**src/inc/fes_pkg.sv**
```systemverilog
// Purpose: constants and types for the flash status sequencer host
// Assumes: aclk at 125 MHz, AXI4-Lite register port, byte-wide flash pins
// Notes:   holds register map, field positions and pin timing counts
package fes_pkg;
   localparam int unsigned CLK_MHZ          = 125;
   localparam int unsigned T_RESET_LOW_NS   = 500;
   localparam int unsigned T_RESET_HIGH_NS  = 50;
   localparam int unsigned T_READY_OP_US    = 20;
   localparam int unsigned T_ELEV_SETUP_US  = 4;
   localparam int unsigned T_PROT_PULSE_NS  = 100;
   localparam int unsigned T_ACCESS_NS      = 100;
   localparam int unsigned RST_LOW_CYC  = (T_RESET_LOW_NS * CLK_MHZ + 999) / 1000;
   localparam int unsigned RST_HIGH_CYC = (T_RESET_HIGH_NS * CLK_MHZ + 999) / 1000;
   localparam int unsigned READY_OP_CYC = T_READY_OP_US * CLK_MHZ;
   localparam int unsigned ELEV_CYC     = T_ELEV_SETUP_US * CLK_MHZ;
   localparam int unsigned PULSE_MIN_CYC = (T_PROT_PULSE_NS * CLK_MHZ + 999) / 1000;
   localparam int unsigned ACCESS_CYC   = (T_ACCESS_NS * CLK_MHZ + 999) / 1000;

   // register byte offsets
   localparam logic [7:0] OFS_CTRL   = 8'h00;
   localparam logic [7:0] OFS_ADDR   = 8'h04;
   localparam logic [7:0] OFS_WDATA  = 8'h08;
   localparam logic [7:0] OFS_STATUS = 8'h0c;
   localparam logic [7:0] OFS_IRQ    = 8'h10;
   localparam logic [7:0] OFS_MASK   = 8'h14;
   localparam logic [7:0] OFS_TMO    = 8'h18;
   localparam logic [7:0] OFS_PULSE  = 8'h1c;
   localparam logic [7:0] OFS_RDATA  = 8'h20;

   // ctrl: [2:0] command, [3] use toggle method, write starts
   localparam int unsigned CTRL_CMD_LSB  = 0;
   localparam int unsigned CTRL_TOG_BIT  = 3;
   localparam int unsigned IRQ_DONE_BIT  = 0;
   localparam int unsigned IRQ_TMO_BIT   = 1;
   localparam logic [31:0] TMO_RESET     = 32'h0ee6_b280; // 2 s of cycles
   localparam logic [31:0] PULSE_RESET   = 32'h0000_04e2; // 10 us
   localparam int unsigned DATA_POLL_BIT = 7;
   localparam int unsigned TOGGLE_STATUS_BIT = 6;
   localparam int unsigned SECTOR_SELECT_LOW_BIT  = 12;
   localparam int unsigned SECTOR_SELECT_HIGH_BIT = 17;

   typedef enum logic [2:0] {
      FES_CMD_READ   = 3'b000,
      FES_CMD_WRITE  = 3'b001,
      FES_CMD_POLL   = 3'b010,
      FES_CMD_RESET  = 3'b011,
      FES_CMD_PROT   = 3'b100,
      FES_CMD_UNPROT = 3'b101,
      FES_CMD_TEMP   = 3'b110
   } fes_cmd_t;

   typedef struct packed {
      logic        ce_n;
      logic        oe_n;
      logic        we_n;
      logic        reset_n;
      logic        elevated_id_voltage;
      logic [18:0] addr;
      logic [7:0]  dq_out;
      logic        dq_oe_n;
   } fes_pins_t;
endpackage : fes_pkg

```
**src/core/fes_host.sv**
```systemverilog
// Purpose: host sequencer driving flash pins for status polling,
//          reset and protect pulse duties, commanded over AXI4-Lite
// Assumes: software issues command byte sequences through write commands
// Notes:   one command at a time; ctrl writes while busy are dropped
//
// The implementer's own choices: the register addresses and the AXI4-Lite slave port.
`timescale 1ns/1ps
module fes_host
   import fes_pkg::*;
(
   input  wire logic              aclk,          // 125 MHz clock
   input  wire logic              aresetn,       // sync reset, low active
   input  wire logic [7:0]        s_awaddr,      // write address
   input  wire logic              s_awvalid,     // write address valid
   output      logic              s_awready,     // write address ready
   input  wire logic [31:0]       s_wdata,       // write data
   input  wire logic [3:0]        s_wstrb,       // write strobes
   input  wire logic              s_wvalid,      // write data valid
   output      logic              s_wready,      // write data ready
   output      logic [1:0]        s_bresp,       // write response
   output      logic              s_bvalid,      // write response valid
   input  wire logic              s_bready,      // write response ready
   input  wire logic [7:0]        s_araddr,      // read address
   input  wire logic              s_arvalid,     // read address valid
   output      logic              s_arready,     // read address ready
   output      logic [31:0]       s_rdata,       // read data
   output      logic [1:0]        s_rresp,       // read response
   output      logic              s_rvalid,      // read data valid
   input  wire logic              s_rready,      // read data ready
   output      fes_pkg::fes_pins_t flash_o,      // flash pin drive
   input  wire logic [7:0]        flash_dq_i,    // flash data pins in
   output      logic              irq            // level interrupt
);
   typedef enum logic [2:0] {
      ST_IDLE  = 3'b000,
      ST_ACC   = 3'b001,
      ST_GAP   = 3'b010,
      ST_RSTLO = 3'b011,
      ST_RSTHI = 3'b100,
      ST_ELEV  = 3'b101,
      ST_PULSE = 3'b110
   } fes_st_t;

   function automatic logic hit(input logic [7:0] a, input logic [7:0] ofs);
      hit = (a[7:2] == ofs[7:2]);
   endfunction : hit

   fes_st_t     st_reg;
   fes_pins_t   pins_reg;
   logic [2:0]  cmd_reg;
   logic        tog_reg;
   logic        busy_reg;
   logic        first_reg;
   logic [7:0]  prev_reg;
   logic [7:0]  want_reg;
   logic [7:0]  rd_reg;
   logic [18:0] addr_reg;
   logic [7:0]  wdata_reg;
   logic [31:0] cnt_reg;
   logic [31:0] tmo_cnt_reg;
   logic [31:0] tmo_reg;
   logic [31:0] pulse_reg;
   logic [1:0]  irq_st_reg;
   logic [1:0]  mask_reg;
   logic        temp_reg;
   logic [7:0]  dq_s1_reg;
   logic [7:0]  dq_s2_reg;
   logic        aw_reg;
   logic        w_reg;
   logic [7:0]  awa_reg;
   logic [31:0] wd_reg;
   logic        done_ev;
   logic        tmo_ev;
   logic        start;
   logic        wr_go;

   // ------------------------------------------------------------
   // pin input synchroniser
   // ------------------------------------------------------------
   always_ff @(posedge aclk) begin
      dq_s1_reg <= flash_dq_i;
      dq_s2_reg <= dq_s1_reg;
   end

   // ------------------------------------------------------------
   // axi write channel
   // ------------------------------------------------------------
   assign wr_go = aw_reg && w_reg && !s_bvalid;
   assign start = wr_go && hit(awa_reg, OFS_CTRL) && !busy_reg;

   always_ff @(posedge aclk) begin
      if (!aresetn) begin
         aw_reg    <= 1'b0;
         w_reg     <= 1'b0;
         awa_reg   <= 8'h00;
         wd_reg    <= 32'h0000_0000;
         s_awready <= 1'b0;
         s_wready  <= 1'b0;
         s_bvalid  <= 1'b0;
         s_bresp   <= 2'b00;
      end else begin
         s_awready <= !aw_reg && !s_awready && !s_bvalid;
         s_wready  <= !w_reg && !s_wready && !s_bvalid;
         if (s_awvalid && s_awready) begin
            aw_reg  <= 1'b1;
            awa_reg <= s_awaddr;
         end
         if (s_wvalid && s_wready) begin
            w_reg  <= 1'b1;
            wd_reg <= s_wdata;
         end
         if (wr_go) begin
            aw_reg   <= 1'b0;
            w_reg    <= 1'b0;
            s_bvalid <= 1'b1;
            s_bresp  <= (awa_reg > OFS_RDATA) ? 2'b10 : 2'b00;
         end else if (s_bvalid && s_bready) begin
            s_bvalid <= 1'b0;
         end
      end
   end

   // ------------------------------------------------------------
   // software registers
   // ------------------------------------------------------------
   always_ff @(posedge aclk) begin
      if (!aresetn) begin
         addr_reg  <= 19'h0_0000;
         wdata_reg <= 8'h00;
         tmo_reg   <= TMO_RESET;
         pulse_reg <= PULSE_RESET;
         mask_reg  <= 2'b00;
      end else if (wr_go && s_wstrb != 4'h0) begin
         if (hit(awa_reg, OFS_ADDR))  addr_reg  <= wd_reg[18:0];
         if (hit(awa_reg, OFS_WDATA)) wdata_reg <= wd_reg[7:0];
         if (hit(awa_reg, OFS_TMO))   tmo_reg   <= wd_reg;
         if (hit(awa_reg, OFS_PULSE)) pulse_reg <= (wd_reg < PULSE_MIN_CYC) ?
                                                  32'(PULSE_MIN_CYC) : wd_reg;
         if (hit(awa_reg, OFS_MASK))  mask_reg  <= wd_reg[1:0];
      end
   end

   // set wins over write-one-to-clear
   always_ff @(posedge aclk) begin
      if (!aresetn) begin
         irq_st_reg <= 2'b00;
      end else begin
         irq_st_reg <= (irq_st_reg & ~((wr_go && hit(awa_reg, OFS_IRQ)) ? wd_reg[1:0] : 2'b00))
                       | {tmo_ev, done_ev};
      end
   end

   always_ff @(posedge aclk) begin
      if (!aresetn) irq <= 1'b0;
      else          irq <= |(irq_st_reg & mask_reg);
   end

   // ------------------------------------------------------------
   // axi read channel
   // ------------------------------------------------------------
   always_ff @(posedge aclk) begin
      if (!aresetn) begin
         s_arready <= 1'b0;
         s_rvalid  <= 1'b0;
         s_rdata   <= 32'h0000_0000;
         s_rresp   <= 2'b00;
      end else begin
         s_arready <= !s_arready && !s_rvalid;
         if (s_arvalid && s_arready) begin
            s_rvalid <= 1'b1;
            s_rresp  <= 2'b00;
            case (s_araddr[7:2])
               OFS_CTRL[7:2]:   s_rdata <= {28'h0, tog_reg, cmd_reg};
               OFS_ADDR[7:2]:   s_rdata <= {13'h0, addr_reg};
               OFS_WDATA[7:2]:  s_rdata <= {24'h0, wdata_reg};
               OFS_STATUS[7:2]: s_rdata <= {29'h0, temp_reg, irq_st_reg[1], busy_reg};
               OFS_IRQ[7:2]:    s_rdata <= {30'h0, irq_st_reg};
               OFS_MASK[7:2]:   s_rdata <= {30'h0, mask_reg};
               OFS_TMO[7:2]:    s_rdata <= tmo_reg;
               OFS_PULSE[7:2]:  s_rdata <= pulse_reg;
               OFS_RDATA[7:2]:  s_rdata <= {24'h0, rd_reg};
               default: begin
                  s_rdata <= 32'h0000_0000;
                  s_rresp <= 2'b10;
               end
            endcase
         end else if (s_rvalid && s_rready) begin
            s_rvalid <= 1'b0;
         end
      end
   end

   // ------------------------------------------------------------
   // flash pin sequencer
   // ------------------------------------------------------------
   always_ff @(posedge aclk) begin
      if (!aresetn) begin
         st_reg      <= ST_IDLE;
         pins_reg    <= '{ce_n: 1'b1, oe_n: 1'b1, we_n: 1'b1, reset_n: 1'b1,
                          elevated_id_voltage: 1'b0, addr: 19'h0_0000,
                          dq_out: 8'h00, dq_oe_n: 1'b1};
         cmd_reg     <= 3'b000;
         tog_reg     <= 1'b0;
         busy_reg    <= 1'b0;
         first_reg   <= 1'b0;
         prev_reg    <= 8'h00;
         want_reg    <= 8'h00;
         rd_reg      <= 8'h00;
         cnt_reg     <= 32'h0000_0000;
         tmo_cnt_reg <= 32'h0000_0000;
         temp_reg    <= 1'b0;
         done_ev     <= 1'b0;
         tmo_ev      <= 1'b0;
      end else begin
         done_ev <= 1'b0;
         tmo_ev  <= 1'b0;
         case (st_reg)
            ST_IDLE: begin
               if (start) begin
                  cmd_reg     <= wd_reg[2:0];
                  tog_reg     <= wd_reg[CTRL_TOG_BIT];
                  busy_reg    <= 1'b1;
                  first_reg   <= 1'b1;
                  want_reg    <= wdata_reg;
                  tmo_cnt_reg <= 32'h0000_0000;
                  cnt_reg     <= 32'h0000_0000;
                  // poll reads stay on the target address, toggle may too
                  pins_reg.addr <= addr_reg;
                  case (wd_reg[2:0])
                     FES_CMD_WRITE: begin
                        pins_reg.ce_n    <= 1'b0;
                        pins_reg.we_n    <= 1'b0;
                        pins_reg.dq_out  <= wdata_reg;
                        pins_reg.dq_oe_n <= 1'b0;
                        st_reg           <= ST_ACC;
                     end
                     FES_CMD_READ, FES_CMD_POLL: begin
                        pins_reg.ce_n <= 1'b0;
                        pins_reg.oe_n <= 1'b0;
                        st_reg        <= ST_ACC;
                     end
                     FES_CMD_RESET: begin
                        pins_reg.reset_n <= 1'b0;
                        st_reg           <= ST_RSTLO;
                     end
                     FES_CMD_PROT, FES_CMD_UNPROT: begin
                        pins_reg.ce_n <= 1'b0;
                        pins_reg.we_n <= 1'b0;
                        st_reg        <= ST_PULSE;
                     end
                     FES_CMD_TEMP: begin
                        pins_reg.elevated_id_voltage <= !temp_reg;
                        temp_reg                     <= !temp_reg;
                        st_reg                       <= ST_ELEV;
                     end
                     default: begin
                        busy_reg <= 1'b0;
                        done_ev  <= 1'b1;
                     end
                  endcase
               end
            end
            ST_ACC: begin
               cnt_reg <= cnt_reg + 32'h1;
               if (cnt_reg >= 32'(ACCESS_CYC - 1)) begin
                  pins_reg.ce_n    <= 1'b1;
                  pins_reg.oe_n    <= 1'b1;
                  pins_reg.we_n    <= 1'b1;
                  pins_reg.dq_oe_n <= 1'b1;
                  cnt_reg          <= 32'h0000_0000;
                  rd_reg           <= dq_s2_reg;
                  st_reg           <= ST_GAP;
               end
            end
            ST_GAP: begin
               cnt_reg     <= cnt_reg + 32'h1;
               tmo_cnt_reg <= tmo_cnt_reg + 32'h1;
               if (cnt_reg >= 32'(ACCESS_CYC - 1)) begin
                  cnt_reg   <= 32'h0000_0000;
                  first_reg <= 1'b0;
                  prev_reg  <= rd_reg;
                  // device verifies internally; host only watches status
                  if (cmd_reg != FES_CMD_POLL ||
                      (!tog_reg && rd_reg[DATA_POLL_BIT] == want_reg[DATA_POLL_BIT]) ||
                      (tog_reg && !first_reg &&
                       rd_reg[TOGGLE_STATUS_BIT] == prev_reg[TOGGLE_STATUS_BIT])) begin
                     busy_reg <= 1'b0;
                     done_ev  <= 1'b1;
                     st_reg   <= ST_IDLE;
                  end else if (tmo_cnt_reg >= tmo_reg) begin
                     busy_reg <= 1'b0;
                     tmo_ev   <= 1'b1;
                     st_reg   <= ST_IDLE;
                  end else begin
                     pins_reg.ce_n <= 1'b0;
                     pins_reg.oe_n <= 1'b0;
                     st_reg        <= ST_ACC;
                  end
               end
            end
            ST_RSTLO: begin
               cnt_reg <= cnt_reg + 32'h1;
               if (cnt_reg >= 32'(RST_LOW_CYC - 1)) begin
                  pins_reg.reset_n <= 1'b1;
                  cnt_reg          <= 32'h0000_0000;
                  st_reg           <= ST_RSTHI;
               end
            end
            ST_RSTHI: begin
               cnt_reg <= cnt_reg + 32'h1;
               // wait out worst ready time plus release recovery
               if (cnt_reg >= 32'(READY_OP_CYC + RST_HIGH_CYC - 1)) begin
                  busy_reg <= 1'b0;
                  done_ev  <= 1'b1;
                  st_reg   <= ST_IDLE;
               end
            end
            ST_ELEV: begin
               cnt_reg <= cnt_reg + 32'h1;
               if (cnt_reg >= 32'(ELEV_CYC - 1)) begin
                  busy_reg <= 1'b0;
                  done_ev  <= 1'b1;
                  st_reg   <= ST_IDLE;
               end
            end
            ST_PULSE: begin
               cnt_reg <= cnt_reg + 32'h1;
               if (cnt_reg >= pulse_reg - 32'h1) begin
                  pins_reg.ce_n <= 1'b1;
                  pins_reg.we_n <= 1'b1;
                  busy_reg      <= 1'b0;
                  done_ev       <= 1'b1;
                  st_reg        <= ST_IDLE;
               end
            end
            default: st_reg <= ST_IDLE;
         endcase
      end
   end

   assign flash_o = pins_reg;
endmodule : fes_host

```
**config.mk**
```make
export PLATFORM = sky130hd
export DESIGN_NAME = fes_host
export DESIGN_NICKNAME = d
export VERILOG_FILES = /design/src/inc/fes_pkg.sv /design/src/core/fes_host.sv
export SDC_FILE = /design/constraint.sdc
export NUM_CORES = 1
export LEC_CHECK = 0
export ABC_AREA = 1
export BUFFER_PORTS_ARGS = -buffer_cell sky130_fd_sc_hd__buf_2
export CORE_UTILIZATION = 50
export CTS_BUF_LIST = sky130_fd_sc_hd__clkbuf_16
export DETAILED_ROUTE_END_ITERATION = 6
export PLACE_DENSITY_LB_ADDON = 0.08
export RECOVER_POWER = 100
export SLEW_MARGIN = 10
export SYNTH_ARGS = -nofsm -noshare
export SYNTH_HDL_FRONTEND = slang
export SYNTH_SLANG_ARGS = --single-unit
export TNS_END_PERCENT = 50
```
**constraint.sdc**
```tcl
create_clock -name aclk -period 6.95 [get_ports aclk]
set_clock_uncertainty 0.2 [all_clocks]
set_input_delay 1.39 -clock aclk [delete_from_list [all_inputs] [get_ports aclk]]
set_output_delay 1.39 -clock aclk [all_outputs]
set_load 0.01 [all_outputs]
```
# Yosys cells after proc, flatten, opt, wreduce, memory -nomap -nowiden
# Index checks and enable logic that the tools add are counted.
# word_totals
ff_bits	326
latch_bits	0
ramBits	0
romBits	0
inputBits	67
output_inout_bits	75
wordCells	248
mem_count	0
# classes
add_sub_neg	3
multipliers	0
n_div	0
order_cmp	8
n_eq_ne	45
shifts	0
n_mux	65
n_bitwise	7
reduce_logical	79
# ops
cell	n
32-bit case mux with 9 select lines	1
32-bit 2-to-1 mux	4
32-bit case mux with 4 select lines	1
32-bit by 1-bit adder with 32-bit output, second input constant	2
32-bit greater-or-equal comparator	2
32-bit case mux with 2 select lines	1
6-bit by 3-bit equality test with 1-bit output, second input constant	8
33-bit 2-to-1 mux	1
32-bit by 12-bit greater-or-equal comparator with 1-bit output, second input constant	1
32-bit by 4-bit greater-or-equal comparator with 1-bit output, second input constant	1
32-bit by 6-bit greater-or-equal comparator with 1-bit output, second input constant	1
32-bit by 9-bit greater-or-equal comparator with 1-bit output, second input constant	1
32-bit by 4-bit < comparator with 1-bit output, second input constant	1
32-bit by 1-bit subtractor with 32-bit output, second input constant	1
1-bit 2-to-1 mux	31
3-bit 2-to-1 mux	9
2-bit inequality test, second input constant	11
3-bit case mux with 7 select lines	1
2-bit AND reduction	10
1-bit logical AND	19
3-bit equality test, second input constant	6
6-bit by 2-bit equality test with 1-bit output, second input constant	3
8-bit AND reduction	2
7-bit AND reduction	2
other kinds (38)	87

# Depth between registers and ports, before layout
# depth
ltp_word	7
depth_mapped	24
ltp_nobuf	24

# Worst setup path before layout
# Ideal clock, no wire load.
# synth_path
path_type	register to register
start	reg pulse_reg[0]
end	reg st_reg[2]
setup_time_ps	116
arrival_time_ps	2883
required_time_ps	6634
setup_slack_ps	3751
stages_incl_launch_ff	21
path_buffers	0
period_less_slack_ps	3199
path_cell_list	dfxtp_1 inv_1 ha_1 nand3_1 inv_1 nand3_2 nor3_2 nand4_1 or2_1 nor3_2 xor2_1 ha_1 nand2_1 nor2_1 nand2_1 nor2_1 nand2_1 nand4_1 nand3_1 o21ai_0 nor2_1
# synth_between
elab_chain_len	4
# synth_rtl
item	line_no	text
from (decl)	fes_host.sv:62	logic [31:0] pulse_reg;
from (signal assigned)	fes_host.sv:137	if (hit(awa_reg, OFS_PULSE)) pulse_reg <= (wd_reg < PULSE_MIN_CYC) ?
32-bit by 1-bit subtractor with 32-bit output	fes_host.sv:328	if (cnt_reg >= pulse_reg - 32'h1) begin
32-bit greater-or-equal comparator	fes_host.sv:328	
2-bit inequality test (no line)	--	
8-bit AND reduction (no line)	--	
to (signal assigned)	fes_host.sv:323	st_reg <= ST_IDLE;
to (signal assigned)	fes_host.sv:333	st_reg <= ST_IDLE;
to (signal assigned)	fes_host.sv:336	default: st_reg <= ST_IDLE;
to (decl)	fes_host.sv:48	fes_st_t st_reg;
# Every way passes these cells.
# A chain may end at the register's enable or synchronous reset.

# Worst setup path in the final report
# layout_path
start	in aresetn
end	reg irq
# layout_rtl
item	line_no	text
from (decl)	fes_host.sv:12	input wire logic aresetn,
to (signal assigned)	fes_host.sv:155	else irq <= |(irq_st_reg & mask_reg);
to (decl)	fes_host.sv:32	output logic irq
# No word-level cell between the ends.

==> metrics.txt <==
status finished with violations; violations in the final reports capacitance limit, slew limit; Final WS setup between 1.5 and 2 ns; Top FF cell, synth dfxtp_1; CP max FO 74; cell with the most instances after synthesis nand2_1; largest cells by area after synthesis dfxtp_1 41%, a21oi_1 8.9%, nand2_1 8.2%, o21ai_0 7.5%, inv_1 6.3%; Yosys cell types 55; synthesized area per cell approximately 7.2 sq um; PwrDens between 200 and 250 nW/um^2; GRT overflow 0; Sum Neg Setup Slack 0 ns; top cell type by total area after synthesis dfxtp_1; hold_buf cts 0; Post-synth EDFFs 0; leak pwr slightly below 7 nW; P_sw 0.00116 W; Setup CP Type input port to register; Port Buf Inserts ~140; # clock sinks around 310; largest net degree at the start of global routing 80; Synth Instances 2,128; vias in the first global route approximately 13,000; crit path buf inv count 3; worst hold slack 0.125 ns; drt first-iter violations around 1,100; Pins Over Slew Limit 88; FMAX around 200 MHz; antenna cells 0; WL final 45,900 microns; share of cells above drive strength 1 between 7 and 8%; cell with the largest stage delay on the worst path clkbuf_1; die height about 180 microns; IO Pins around 140; worst-case clock buffer depth 3; nets around 2,400; CTS buffer count 34; Routed Antenna Nets 0; switching share of power 28.7%; Yosys top cell area share approximately two fifths; Post-CTS Resized 0; peak supply drop 0.207 mV; DR WL/cell between 15 and 20 microns; # fillers about 3,100; Final min period just under 5 ns; Worst-Skew Late Latency roughly 0.50 ns; final instance area between 15,000 and 20,000 sq um; unrepaired setup endpoints after global routing false; Initial Util between 50% and 60%; clock root buffer clkbuf_16; dpl hpwl approximately 33,000 microns; Startpoint Class input port; Seq cells post-synth roughly 310; placed instance area approximately 16,000 sq um; Top Family by Delay on Critical Path buffers and inverters; first-pass GRT wire length 71,700 microns; Comb power frac between 10% and 20%; Clk pin slew, worst setup/hold paths around 0.06 ns; top post-synthesis cells by count 335 x nand2_1, 311 x dfxtp_1, 274 x a21oi_1; chip width between 150 and 200 microns; Least-Margin Pin Slew approximately 2.3 ns; post-synthesis sequential area ratio between 40% and 50%; critical path capture point type register; # DRC 0; GPL Wtd Cong 0.930; Syn-to-layout area delta 11.7%; Core Region 30,000 sq um; Total GRT Usage approximately 29%; Clock H-tree levels 2; worst slack, placed roughly 2.9 ns; FFs w/ async S/R, synth 0%; delay of the slowest cell on the worst path roughly 1.7 ns; die area about 31,000 sq um; vias per cell 5.52; initial antenna violation count 1; DR vias 14,600; internal power around 0.0029 W; final hold violation count 0; final setup fails 0; Clk pwr share 40.2%; DRT Pass-1 Iters 5; synthesized cell area 15,400 sq um; cell seen most often among critical-path stages clkbuf_1; total number of yosys warnings 0; clock tree from TritonCTS done; required time of the worst setup path 6.98 ns; fin crit share 71.3%; Flop pwr share roughly 47%; Max Cap Viol 2; slew margin rel. -56.5%; crit path DAT roughly 5 ns; cell row count between 60 and 70; Setup Fix Bufs, Post-CTS 0; critical-path cell list clkbuf_1, inv_4, clkbuf_1, a21oi_1; worst hold path class register to register
## routing by layer
layer | part of all wire [%] | global-route usage, %
met5 | 0 | 0
met4 | 2.1 | 7.04
met3 | 5.9 | 4.32
met2 | 46 | 47.5
met1 | 47 | 40.2
## kinds of logic after synthesis
family / share of synthesized area (%)
AND/OR/NAND/NOR: 21.8
AO/OA/AOI/OAI: 20.4
buffers and inverters: 9.06
flip-flops: 40.5
adder cells (fa/ha/maj): 5.54
XOR/XNOR: 2.57
other: 0.0244
## power groups by stage
stage	combinational [W]	clock, W	sequential (W)
2_1_floorplan	0.000381	0	0.00191
3_3_place_gp	0.000528	0	0.00193
3_5_place_dp	0.000528	0	0.00193
4_1_cts	0.000530	0.00165	0.00189
5_1_grt	0.000586	0.00173	0.00189
6_report	0.000526	0.00162	0.00189
## path summary, 6_finish.rpt
path	from	end	slack, ns	cells past startpoint
max	aresetn	irq	2.00	4
min	dq_s1_reg[7]	dq_s2_reg[7]	0.12	0
max reg2reg	pulse_reg[0]	st_reg[2]	2.60	20
min reg2reg	dq_s1_reg[7]	dq_s2_reg[7]	0.12	0
## per-stage QoR
stage | utilization (%) | cells | power, W
floorplan | - | 2129 | 0.00230
global placement | 54.4 | 2582 | 0.00245
detailed placement | 54.4 | 2582 | 0.00245
CTS | 57.6 | 2639 | 0.00407
global route | 57.2 | 2639 | 0.00421
finish | 57.2 | 2639 | 0.00404
## final cells by class
cell class	count	area, sq um	share of cell area (%)
Clock buffer	35	876	5.11
Clock inverter	22	98.8	0.576
Inverter	270	1020	5.93
Multi-Input combinational cell	1460	7750	45.2
Sequential cell	311	6230	36.3
Tap cell	390	488	2.85
Timing Repair Buffer	151	694	4.05
## cells in the final DEF, fill, tap and decap left out, types with 6 or more instances in the layout
| cell type | count |
|---|---|
| o221ai_1 | 10 |
| nand3_1 | 68 |
| o21ai_0 | 230 |
| nand2_1 | 334 |
| nor4_1 | 14 |
| dfxtp_1 | 311 |
| a221oi_1 | 9 |
| buf_2 | 63 |
| clkinv_1 | 8 |
| buf_4 | 13 |
| nand4_1 | 29 |
| a21oi_1 | 274 |
| o211ai_1 | 6 |
| nor2_2 | 12 |
| nor3_2 | 6 |
| xnor2_1 | 7 |
| ha_1 | 68 |
| clkbuf_16 | 35 |
| a211oi_1 | 13 |
| inv_2 | 7 |
| clkbuf_1 | 75 |
| nor3_1 | 48 |
| nor2_1 | 206 |
| xor2_1 | 38 |
| inv_1 | 270 |
| o22ai_1 | 22 |
(Power assumes the default switching activity.)
